==> src/verilog/stmr_pkg.sv <==
// package: register map, field layout and encodings for the standard timer block
package stmr_pkg;

  // ==========================================================
  // bus register byte offsets
  localparam logic [7:0] STMR_OFF_CTRL   = 8'h00;  // control word
  localparam logic [7:0] STMR_OFF_CMPA   = 8'h04;  // compare_a_value
  localparam logic [7:0] STMR_OFF_CMPP   = 8'h08;  // compare_p_value (3 bits)
  localparam logic [7:0] STMR_OFF_COUNT  = 8'h0C;  // live counter, read only
  localparam logic [7:0] STMR_OFF_STATUS = 8'h10;  // event flags, write one to clear

  // ==========================================================
  // control word field positions
  localparam int STMR_CTL_RUN      = 0;   // counter_run_bit
  localparam int STMR_CTL_MODE_LO  = 1;   // mode_select_low
  localparam int STMR_CTL_MODE_HI  = 2;   // mode_select_high
  localparam int STMR_CTL_PIN_LO   = 3;   // pin_control_low
  localparam int STMR_CTL_PIN_HI   = 4;   // pin_control_high
  localparam int STMR_CTL_INIT     = 5;   // output_initial_level
  localparam int STMR_CTL_POL      = 6;   // output_polarity_invert
  localparam int STMR_CTL_SWAP     = 7;   // duty_period_swap
  localparam int STMR_CTL_CLRSEL   = 8;   // clear_source_select
  localparam int STMR_CTL_CAPSRC   = 9;   // capture source: 0 pin, 1 overvoltage_event
  localparam int STMR_CTL_TRIG_POL = 10;  // trigger active edge: 0 rising, 1 falling

  // status flag positions
  localparam int STMR_ST_AMATCH = 0;  // compare a match or capture
  localparam int STMR_ST_PMATCH = 1;  // compare p match
  localparam int STMR_ST_IRQ    = 2;  // live interrupt request level

  // ==========================================================
  // widths and constants
  localparam int           STMR_CNT_W     = 10;
  localparam logic [9:0]   STMR_CNT_MAX   = 10'h3FF;
  localparam logic [9:0]   STMR_CNT_ZERO  = 10'h000;
  localparam logic [2:0]   STMR_P_ZERO    = 3'h0;
  localparam int           STMR_P_SHIFT   = 7;       // code times 128
  localparam logic [10:0]  STMR_P_FULL    = 11'h400; // code 000b means 1024
  localparam logic [31:0]  STMR_CTL_RST   = 32'h0000_0000;
  localparam logic [31:0]  STMR_ZERO32    = 32'h0000_0000;

  // ==========================================================
  // encodings
  typedef enum logic [1:0]
  {
    STMR_MODE_CMP  = 2'b00,
    STMR_MODE_CAP  = 2'b01,
    STMR_MODE_PWM  = 2'b10,
    STMR_MODE_TMR  = 2'b11
  } stmr_mode_e;

  typedef enum logic [1:0]
  {
    STMR_PIN_00 = 2'b00,
    STMR_PIN_01 = 2'b01,
    STMR_PIN_10 = 2'b10,
    STMR_PIN_11 = 2'b11
  } stmr_pin_e;

  // decoded control settings that travel together
  typedef struct packed
  {
    logic       trig_pol;
    logic       cap_src;
    logic       clr_sel;
    logic       swap;
    logic       pol;
    logic       init;
    stmr_pin_e  pin;
    stmr_mode_e mode;
    logic       run;
  } stmr_ctl_s;

endpackage

==> src/verilog/stmr_sync.sv <==
// two-flop synchroniser with an edge pulse pair for external pins
`timescale 1ns/100ps
module stmr_sync
  import stmr_pkg::*;
(
  // clock and reset
  input  wire logic clk_in,
  input  wire logic rst_in,
  // asynchronous pin
  input  wire logic pin_in,
  // synchronised level and edges
  output logic      level_out,
  output logic      rise_out,
  output logic      fall_out
);

  // ==========================================================
  // synchroniser and history
  logic meta_q;  // first stage, read only by the second
  logic sync_q;  // second stage
  logic prev_q;  // previous synchronised level

  // first stage feeds only the second; edges come off later stages
  always_ff @(posedge clk_in)
  begin
    if (rst_in)
    begin
      meta_q <= 1'b0;
      sync_q <= 1'b0;
      prev_q <= 1'b0;
    end
    else
    begin
      meta_q <= pin_in;
      sync_q <= meta_q;
      prev_q <= sync_q;
    end
  end

  assign level_out = sync_q;
  assign rise_out  = sync_q & ~prev_q;
  assign fall_out  = ~sync_q & prev_q;

endmodule

==> src/verilog/stmr_timer.sv <==
// top: 10-bit standard timer with pwm, single pulse and capture modes on ahb-lite
// ==========================================================
// Overview of operation
// - swap set: period from a, duty p*128
// - pwm clears on p match, or a if swapped
// - pwm counting continues while pin forced
// - clear source select ignored in pwm
// - run rising edge starts pulse immediately
// - trigger pin edge sets run bit
// - a match clears run, ending pulse
// - pulse-ending a match raises interrupt
// - pulse counter zeroed only at run rise
// - pulse mode ignores p, clear, swap
// - pin field picks capture edge, 11 off
// - capture edge copies counter into a
// - capture counter free-runs until run falls
// - capture p match zeroes counter, interrupts
// - capture p zero lets counter wrap full
// - capture ignores output and clear settings
// - capture input fed from overvoltage event
// - pwm duty at least period gives full
// - polarity invert flips pwm output
//
// Register access over AHB-Lite and the register addresses were left to the implementer.
`timescale 1ns/100ps
module stmr_timer
  import stmr_pkg::*;
(
  // clock and reset
  input  wire logic        clk_in,
  input  wire logic        rst_in,
  // ahb-lite slave
  input  wire logic        hsel_in,
  input  wire logic [31:0] haddr_in,
  input  wire logic [1:0]  htrans_in,
  input  wire logic        hwrite_in,
  input  wire logic [2:0]  hsize_in,
  input  wire logic [31:0] hwdata_in,
  input  wire logic        hready_in,
  output logic [31:0]      hrdata_out,
  output logic             hreadyout_out,
  output logic             hresp_out,
  // external pins and events
  input  wire logic        external_trigger_pin_in,
  input  wire logic        capture_input_pin_in,
  input  wire logic        overvoltage_event_in,
  // timer output and interrupt request
  output logic             timer_out,
  output logic             timer_irq_out
);

  // ==========================================================
  // state
  logic [31:0]            ctl_q;        // control word
  logic [STMR_CNT_W-1:0]  cmpa_q;       // compare_a_value
  logic [2:0]             cmpp_q;       // compare_p_value
  logic [STMR_CNT_W-1:0]  cnt_q;        // the counter
  logic                   run_prev_q;   // run bit one cycle ago
  logic [1:0]             flags_q;      // sticky status flags
  logic                   out_q;        // raw waveform level
  logic                   pin_q;        // timer_out register
  logic                   irq_q;        // interrupt pulse register
  logic                   cap_prev_q;   // capture source history
  logic                   wr_pend_q;    // data phase of a write pending
  logic [7:0]             wr_addr_q;    // latched write offset
  logic [31:0]            rdata_q;      // read data register

  // ==========================================================
  // helpers
  // compare_p_value code scaled to counts; code zero means 1024
  function automatic logic [10:0] p_scaled(input logic [2:0] code);
    p_scaled = (code == STMR_P_ZERO) ? STMR_P_FULL : {1'b0, code, 7'h00};
  endfunction

  // ==========================================================
  // pin synchronisers
  logic trig_lvl;   // synchronised trigger pin
  logic trig_rise;  // trigger rising edge
  logic trig_fall;  // trigger falling edge
  logic cpin_lvl;   // synchronised capture pin
  logic ovp_lvl;    // synchronised overvoltage event

  stmr_sync u_trig
  (
    .clk_in    (clk_in),
    .rst_in    (rst_in),
    .pin_in    (external_trigger_pin_in),
    .level_out (trig_lvl),
    .rise_out  (trig_rise),
    .fall_out  (trig_fall)
  );

  stmr_sync u_cpin
  (
    .clk_in    (clk_in),
    .rst_in    (rst_in),
    .pin_in    (capture_input_pin_in),
    .level_out (cpin_lvl),
    .rise_out  (),
    .fall_out  ()
  );

  stmr_sync u_ovp
  (
    .clk_in    (clk_in),
    .rst_in    (rst_in),
    .pin_in    (overvoltage_event_in),
    .level_out (ovp_lvl),
    .rise_out  (),
    .fall_out  ()
  );

  // ==========================================================
  // control decode
  stmr_ctl_s ctl;
  assign ctl.run      = ctl_q[STMR_CTL_RUN];
  assign ctl.mode     = stmr_mode_e'({ctl_q[STMR_CTL_MODE_HI], ctl_q[STMR_CTL_MODE_LO]});
  assign ctl.pin      = stmr_pin_e'({ctl_q[STMR_CTL_PIN_HI], ctl_q[STMR_CTL_PIN_LO]});
  assign ctl.init     = ctl_q[STMR_CTL_INIT];
  assign ctl.pol      = ctl_q[STMR_CTL_POL];
  assign ctl.swap     = ctl_q[STMR_CTL_SWAP];
  assign ctl.clr_sel  = ctl_q[STMR_CTL_CLRSEL];
  assign ctl.cap_src  = ctl_q[STMR_CTL_CAPSRC];
  assign ctl.trig_pol = ctl_q[STMR_CTL_TRIG_POL];

  wire is_pwm   = (ctl.mode == STMR_MODE_PWM) & (ctl.pin != STMR_PIN_11);
  wire is_pulse = (ctl.mode == STMR_MODE_PWM) & (ctl.pin == STMR_PIN_11);
  wire is_cap   = (ctl.mode == STMR_MODE_CAP);
  wire is_cmp   = (ctl.mode == STMR_MODE_CMP) | (ctl.mode == STMR_MODE_TMR);

  wire run_rise = ctl.run & ~run_prev_q;

  // ==========================================================
  // compare matches, evaluated on every count
  wire [10:0] cnt_ext  = {1'b0, cnt_q};
  wire [10:0] cmpa_ext = {1'b0, cmpa_q};
  wire [10:0] p_cnt    = p_scaled(cmpp_q);
  wire [10:0] cnt_next = cnt_ext + 11'h001;

  // p compares on the count reaching its scaled value; 1024 hits on wrap
  wire p_match   = ctl.run & (cnt_next == p_cnt);
  wire a_match   = ctl.run & (cnt_q == cmpa_q);
  // pwm period and duty sources
  wire [10:0] period = ctl.swap ? (cmpa_ext + 11'h001) : p_cnt;
  wire [10:0] duty   = ctl.swap ? p_cnt : cmpa_ext;
  // pwm end of period: clear source follows swap, clear select ignored
  wire pwm_clr = ctl.swap ? a_match : p_match;
  // capture clears on p match unless p is zero, then wraps full
  wire cap_clr = p_match & (cmpp_q != STMR_P_ZERO);
  // compare/timer modes honour clear_source_select
  wire cmp_clr = ctl.clr_sel ? a_match : p_match;

  // ==========================================================
  // capture source and edge select
  wire cap_lvl  = ctl.cap_src ? ovp_lvl : cpin_lvl;
  wire cap_rise = cap_lvl & ~cap_prev_q;
  wire cap_fall = ~cap_lvl & cap_prev_q;
  wire cap_edge = is_cap & ctl.run & (((ctl.pin == STMR_PIN_00) & cap_rise) |
                  ((ctl.pin == STMR_PIN_01) & cap_fall) |
                  ((ctl.pin == STMR_PIN_10) & (cap_rise | cap_fall)));

  // trigger pin sets run in pulse mode
  wire trig_edge = is_pulse & (ctl.trig_pol ? trig_fall : trig_rise);
  // a match ends the pulse by clearing run
  wire pulse_end = is_pulse & a_match & ~run_rise;

  // ==========================================================
  // bus decode
  wire        bus_go   = hsel_in & hready_in & htrans_in[1];
  wire        bus_wr   = bus_go & hwrite_in;
  wire        bus_rd   = bus_go & ~hwrite_in;
  wire [7:0]  rd_off   = haddr_in[7:0];
  wire        wr_ctl   = wr_pend_q & (wr_addr_q == STMR_OFF_CTRL);
  wire        wr_cmpa  = wr_pend_q & (wr_addr_q == STMR_OFF_CMPA);
  wire        wr_cmpp  = wr_pend_q & (wr_addr_q == STMR_OFF_CMPP);
  wire        wr_stat  = wr_pend_q & (wr_addr_q == STMR_OFF_STATUS);

  // read mux; unmapped offsets read zero
  wire [31:0] rd_mux =
    (rd_off == STMR_OFF_CTRL)   ? ctl_q :
    (rd_off == STMR_OFF_CMPA)   ? {22'h0, cmpa_q} :
    (rd_off == STMR_OFF_CMPP)   ? {29'h0, cmpp_q} :
    (rd_off == STMR_OFF_COUNT)  ? {22'h0, cnt_q} :
    (rd_off == STMR_OFF_STATUS) ? {29'h0, irq_q, flags_q} : STMR_ZERO32;

  // ==========================================================
  // next control word: software write, then hardware run edits
  logic [31:0] ctl_d;
  always_comb
  begin
    ctl_d = wr_ctl ? hwdata_in : ctl_q;
    // hardware set beats a same-cycle software clear
    if (trig_edge)
      ctl_d[STMR_CTL_RUN] = 1'b1;
    else if (pulse_end)
      ctl_d[STMR_CTL_RUN] = 1'b0;
  end

  // ==========================================================
  // counter next value
  logic [STMR_CNT_W-1:0] cnt_d;
  always_comb
  begin
    if (run_rise)
      cnt_d = STMR_CNT_ZERO;
    else if (!ctl.run)
      cnt_d = cnt_q;                      // held while stopped
    else if (is_pwm)
      cnt_d = pwm_clr ? STMR_CNT_ZERO : cnt_next[9:0];
    else if (is_pulse)
      cnt_d = pulse_end ? cnt_q : cnt_next[9:0];
    else if (is_cap)
      cnt_d = cap_clr ? STMR_CNT_ZERO : cnt_next[9:0];
    else
      cnt_d = cmp_clr ? STMR_CNT_ZERO : cnt_next[9:0];
  end

  // ==========================================================
  // output waveform, before pin forcing and polarity
  logic out_d;
  always_comb
  begin
    if (is_pwm)
      // active while counter below duty, full when duty reaches period
      out_d = (duty >= period) | (cnt_ext < duty) ? ctl.init : ~ctl.init;
    else if (is_pulse)
      out_d = (ctl.run & ~pulse_end) ? ctl.init : ~ctl.init;
    else if (is_cmp)
      out_d = run_rise ? ctl.init : (a_match ? ~out_q : out_q);
    else
      out_d = out_q;                        // capture has no output
  end

  // pin level: forced levels for 00/01 in pwm, low in capture, polarity invert otherwise
  logic pin_d;
  always_comb
  begin
    if (is_pwm & (ctl.pin == STMR_PIN_00))
      pin_d = 1'b0;
    else if (is_pwm & (ctl.pin == STMR_PIN_01))
      pin_d = 1'b1;
    else if (is_cap)
      pin_d = 1'b0;
    else
      pin_d = out_d ^ ctl.pol;
  end

  // interrupt events per mode
  wire ev_a = is_cap ? cap_edge : (is_pulse ? pulse_end : (ctl.run & a_match));
  wire ev_p = (is_cap | is_pwm | is_cmp) & p_match;

  // ==========================================================
  // control, counter and waveform registers
  always_ff @(posedge clk_in)
  begin
    if (rst_in)
    begin
      ctl_q      <= STMR_CTL_RST;
      cnt_q      <= STMR_CNT_ZERO;
      run_prev_q <= 1'b0;
      out_q      <= 1'b0;
      pin_q      <= 1'b0;
      cap_prev_q <= 1'b0;
    end
    else
    begin
      ctl_q      <= ctl_d;
      cnt_q      <= cnt_d;
      run_prev_q <= ctl.run;
      out_q      <= out_d;
      pin_q      <= pin_d;
      cap_prev_q <= cap_lvl;
    end
  end

  // ==========================================================
  // compare values: capture overwrites a, winning over software
  always_ff @(posedge clk_in)
  begin
    if (rst_in)
    begin
      cmpa_q <= STMR_CNT_ZERO;
      cmpp_q <= STMR_P_ZERO;
    end
    else
    begin
      if (cap_edge)
        cmpa_q <= cnt_q;
      else if (wr_cmpa)
        cmpa_q <= hwdata_in[9:0];
      if (wr_cmpp)
        cmpp_q <= hwdata_in[2:0];
    end
  end

  // ==========================================================
  // status flags, set wins over write-one-to-clear; irq one-cycle pulse
  always_ff @(posedge clk_in)
  begin
    if (rst_in)
    begin
      flags_q <= 2'b00;
      irq_q   <= 1'b0;
    end
    else
    begin
      flags_q <= ({ev_p, ev_a}) |
                 (flags_q & ~(wr_stat ? hwdata_in[1:0] : 2'b00));
      irq_q   <= ev_a | ev_p;
    end
  end

  // ==========================================================
  // ahb-lite slave: zero wait, okay always
  always_ff @(posedge clk_in)
  begin
    if (rst_in)
    begin
      wr_pend_q <= 1'b0;
      wr_addr_q <= 8'h00;
      rdata_q   <= STMR_ZERO32;
    end
    else
    begin
      wr_pend_q <= bus_wr;
      wr_addr_q <= haddr_in[7:0];
      rdata_q   <= bus_rd ? rd_mux : rdata_q;
    end
  end

  assign hrdata_out    = rdata_q;
  assign hreadyout_out = 1'b1;
  assign hresp_out     = 1'b0;
  assign timer_out     = pin_q;
  assign timer_irq_out = irq_q;

endmodule
==> config.mk <==
export PLATFORM = sky130hd
export DESIGN_NAME = stmr_timer
export DESIGN_NICKNAME = d
export VERILOG_FILES = /design/src/verilog/stmr_pkg.sv /design/src/verilog/stmr_sync.sv /design/src/verilog/stmr_timer.sv
export SDC_FILE = /design/constraint.sdc
export NUM_CORES = 1
export LEC_CHECK = 0
export ABC_AREA = 1
export BUFFER_PORTS_ARGS = -buffer_cell sky130_fd_sc_hd__buf_2
export CELL_PAD_IN_SITES_DETAIL_PLACEMENT = 2
export CELL_PAD_IN_SITES_GLOBAL_PLACEMENT = 2
export CORE_UTILIZATION = 30
export DETAILED_ROUTE_END_ITERATION = 12
export MAX_ROUTING_LAYER = met4
export PLACE_DENSITY = 0.77
export SETUP_SLACK_MARGIN = 0.5
export SLEW_MARGIN = 20
export SYNTH_ARGS = -nofsm -noshare
export SYNTH_HDL_FRONTEND = slang
export SYNTH_HIERARCHICAL = 1
export SYNTH_SLANG_ARGS = --single-unit
==> constraint.sdc <==
create_clock -name clk_in -period 3.4 [get_ports clk_in]
set_input_delay 0 -clock clk_in [delete_from_list [all_inputs] [get_ports clk_in]]
set_output_delay 0 -clock clk_in [all_outputs]
set_load 0.02 [all_outputs]
Yosys cells after proc, flatten, opt, wreduce, memory -nomap -nowiden
Cells that the tools add are included.

Register bits after elaboration: 110. Output and inout port bits: 36. Word-level logic and storage cells: 142.

Add/subtract/negate cells: 2. Order comparisons: 2. Equal/unequal tests: 17. Mux-type cells: 36. Bitwise operators: 53. Reductions and logical operators: 11.

Operator list (count): $mux 10 (12); $mux 11 (3); $mux 32 (1); $and 1x1->1 (31); $eq 8x4->1 const B (3); $add 10x1->11 const B (2); $mux 1 (18); $eq 8x3->1 const B (2); $eq 8x5->1 const B (2); $logic_not 8->1 (2); $eq 11x11->1 (1); $ge 11x11->1 (1); $lt 10x11->1 (1); $eq 10x10->1 (1); $not 1->1 (10); $eq 2x2->1 const B (4); $or 1x1->1 (8); $reduce_bool 3->1 (2); $eq 2x1->1 const B (2); $logic_not 2->1 (2); $reduce_or 2->1 (2); $logic_not 3->1 (1); $mux 3 (1); $ne 3x3->1 const B (1); 8 further kinds (8).

Depth between registers and ports, before layout
Depth after elaboration: 12. Depth in mapped cells: 22. Gate-level depth less buffers: 20.

Hierarchy
Netlist, hierarchy kept.

By module, submodules not included: stmr_timer (instances 1, cells an instance 826, area each 5611.6 um^2, sequential area each 2062.0 um^2); stmr_sync (instances 3, cells an instance 12, area each 93.8 um^2, sequential area each 60.1 um^2).

Least setup slack after synthesis
Ideal clock, no wire load.

Path type: flip-flop to flip-flop. Start point: register cmpa_q[2]. End point: register pin_q (netlist: timer_out). Library setup time: 0.115 ns. Data arrival time: 2.367 ns. Data required time: 3.285 ns. Setup slack: 0.918 ns. Cell stages (with the launch flop): 22. Path through: dfxtp_1 buf_2 nand2_1 nor2_1 nand4_1 nor2_1 nand2_1 xor2_1 o21ai_0 ha_1 nand2_1 nor2_1 nor3_1 nand2_1 a21oi_1 nand2_1 nand2_1 nand3_1 nand2_1 nand2_1 nand3_1 a21oi_2.

Longest elaborated chain between the ends: 12.

Ends and longest elaborated chain: start: declaration (RTL line stmr_timer.sv:55) `logic [STMR_CNT_W-1:0] cmpa_q;`; start signal: assignment (RTL line stmr_timer.sv:288) `cmpa_q <= cnt_q;`; start signal: assignment (RTL line stmr_timer.sv:290) `cmpa_q <= hwdata_in[9:0];`; branches (longest 8 deep; another with $add 10x1->11); $mux 1 * (RTL line stmr_timer.sv:223) `if (is_pwm)`; $xor 1x1->1 * (RTL line stmr_timer.sv:245) `pin_d = out_d ^ ctl.pol;`; $mux 1 * (RTL line stmr_timer.sv:242) `else if (is_cap)`; $mux 1 * (RTL line stmr_timer.sv:240) `else if (is_pwm & (ctl.pin == STMR_PIN_01))`; end signal: assignment (RTL line stmr_timer.sv:271) `pin_q <= pin_d;`; end: declaration (RTL line stmr_timer.sv:61) `logic pin_q;`.

Every way passes the cells marked *. A chain may end at the register's enable or synchronous reset.

Worst setup path after layout
Start point: register cmpa_q[1]. End point: register pin_q (netlist: timer_out).

Same word-level chain as after synthesis.

==> impl_summary.log <==
INFO  metric leakage_component_of_the_power = 3.159 nW
INFO  metric global_route.overflow_total = 0
INFO  metric design_area = 7373 um^2
INFO  metric drt-pass1-iter-count = 4
INFO  metric detail_route.drc_violations = 0
INFO  metric io_buffers = 82
INFO  metric top_level_ports = 113
INFO  metric grt_pass1_wl = 37070 um
INFO  metric routed_via_density = 5.093
INFO  metric detail-route-antenna-nets = 0
INFO  metric cts.sink_count = 110
INFO  metric timing.final.crit_period = 2.924 ns
INFO  metric worst-endpoint-arrival = 3.20 ns
INFO  metric hold_viol_final = 0
INFO  metric die_area = 19950 um^2
INFO  metric first_global_vias = 6668
INFO  metric final_layout_size_suffix_gt1_share = 17.94%
INFO  metric grt_setup_unrepaired = true
INFO  metric grt.total_usage = 25.09%
INFO  metric tritoncts_clock_tree = done
INFO  metric gp_routability_congestion = 0.8217
INFO  metric outcome = complete, no violations
INFO  metric die_w = 141.2 um
INFO  metric layout.cells.most_common = sky130_fd_sc_hd__nand2_1
INFO  metric worst_slack = 0.4762 ns
INFO  metric setup-tns-final = 0 ns
INFO  metric timing.max_slew.rel_slack = 32.50%
INFO  metric clock_insertion_delay_worst_skew = 0.37 ns
INFO  metric grt_antenna_before_repair = 1
INFO  metric synth_warnings = 6
INFO  metric htreeDepth = 3
INFO  metric drt_iter0_drc = 211
INFO  metric power.density_cell_area = 362.2 nW/um^2
INFO  metric achievable_frequency = 342.0 MHz
INFO  metric syn_area = 5816 um^2
INFO  metric clockBufferDepth = 2
INFO  metric synth_cells = 850
INFO  metric area.growth.synth_to_final = 26.79%
INFO  metric critPathRequiredTime = 3.67 ns
INFO  metric critPathMaxFanout = 6
INFO  metric cts_inserted_buffers = 9
INFO  metric post-route-period-util = 85.99%
INFO  metric dp_hpwl = 15790 um
INFO  metric path_clk_slew = 0.09 ns
INFO  metric synthesized_nets = 949
INFO  metric placed_cell_area = 6454 um^2
INFO  metric initial_utilization = 30.88%
INFO  metric root_buffer = sky130_fd_sc_hd__clkbuf_16
INFO  metric layout_common_cells = sky130_fd_sc_hd__nand2_1 (177), sky130_fd_sc_hd__dfxtp_1 (103), sky130_fd_sc_hd__o21ai_0 (100)
INFO  metric die_height = 141.2 um
INFO  metric dp_slack = 0.4003 ns
INFO  metric critPathLaunchType = flop
INFO  metric post_synth.cell_area_avg = 6.842 um^2
INFO  metric max_slew.worst_pin.slew = 1.003 ns
INFO  metric wl_per_cell = 19.53 um
INFO  metric cap_violations = 0
INFO  metric nets = 1064
INFO  metric finalPower = 2.670 mW
INFO  metric setup_viol_count_final = 0
INFO  metric fin_worst_skew = 0.007423 ns
INFO  metric dp.cells = 1161
INFO  metric post_layout_instance_count_excluding_filler_cells = 1231
INFO  metric postRouteWirelength = 24040 um
INFO  metric worstHoldPathType = in2reg
INFO  metric critical_path_class = reg2reg
INFO  metric grt_max_degree = 70
INFO  metric max-vdd-ir-drop = 0.0002455 V
INFO  metric critPathCaptureType = flop
INFO  metric report.final.slew_viol_count = 0
INFO  metric core_area = 18830 um^2
INFO  metric rows = 50
INFO  metric vias_post_dr = 6270
-- state kept, by name, indices dropped and copies added (netlist names), 2 cells and up --
signal,flops
cmpa_q,10
cmpp_q,3
hrdata_out,32
wr_addr_q,8
ctl_q,32
cnt_q,10
flags_q,2
-- worst max-delay path, cell delays in order (launching register included) --
cell                      delay, ns
sky130_fd_sc_hd__dfxtp_4       0.40
sky130_fd_sc_hd__nand2_4       0.07
sky130_fd_sc_hd__nor2_4        0.11
sky130_fd_sc_hd__nand4_1       0.17
sky130_fd_sc_hd__nor2_2        0.17
sky130_fd_sc_hd__nand2_1       0.07
sky130_fd_sc_hd__xor2_1        0.17
sky130_fd_sc_hd__o21ai_1       0.10
sky130_fd_sc_hd__ha_1          0.31
sky130_fd_sc_hd__nand2_2       0.07
sky130_fd_sc_hd__nor2_1        0.05
sky130_fd_sc_hd__nor3_1        0.28
sky130_fd_sc_hd__nand2_1       0.14
sky130_fd_sc_hd__a21oi_2       0.17
sky130_fd_sc_hd__nand2_1       0.09
sky130_fd_sc_hd__nand2_2       0.09
sky130_fd_sc_hd__nand3_4       0.09
sky130_fd_sc_hd__nand2_2       0.11
sky130_fd_sc_hd__nand2_2       0.06
sky130_fd_sc_hd__nand3_2       0.06
sky130_fd_sc_hd__a21oi_2       0.04
-- report_power, final --
| part | switching, mW | internal (mW) |
|---|---|---|
| registers | 0.0145 | 1.31 |
| clock network | 0.604 | 0.533 |
| logic | 0.121 | 0.0903 |
-- area by class of cell --
| type | count | area (um^2) |
|---|---|---|
| Inverter | 98 | 371.6 |
| Clock buffer | 9 | 225.2 |
| Tap cell | 260 | 325.3 |
| Antenna cell | 1 | 2.502 |
| Multi-Input combinational cell | 602 | 3152 |
| Fill cell | 2225 | 11460 |
| Timing Repair Buffer | 144 | 992.2 |
| Clock inverter | 7 | 83.83 |
| Sequential cell | 110 | 2221 |
-- per-stage QoR --
step | hold WS (ns) | utilization (%)
after floorplan | 0.07118 | -
after global placement | 0.2021 | 34.27
after detailed placement | 0.2104 | 34.27
after CTS | 0.09935 | 38.33
after global routing | 0.1319 | 39.16
final | 0.1179 | 39.16
-- repair_timing --
item / CTS / global route
cloned: 0 / 0
gates resized for setup: 4 / 31
setup buffers: 0 / 8
endpoints found under the hold margin: 54 / 0
setup endpoints to repair: 1 / 3
hold buffers: 45 / 0
pin swaps: 0 / 11
-- final timing paths --
check,start,end,slack (ns),depth (start not counted)
max,cmpa_q[1],timer_out,0.48,20
min,rst_in,wr_addr_q[6],0.12,2
min reg2reg,u_ovp/meta_q,u_ovp/level_out,0.44,2
max reg2reg,cmpa_q[1],timer_out,0.48,20
-- layer usage --
layer	wire length [um]	vias up	track usage, %
met5	0	-	-
met4	576	0	8.467
met3	580	42	3.159
met2	12110	98	42.91
met1	10770	3121	30.38
li1	-	3009	-
(Power assumes the default switching activity.)
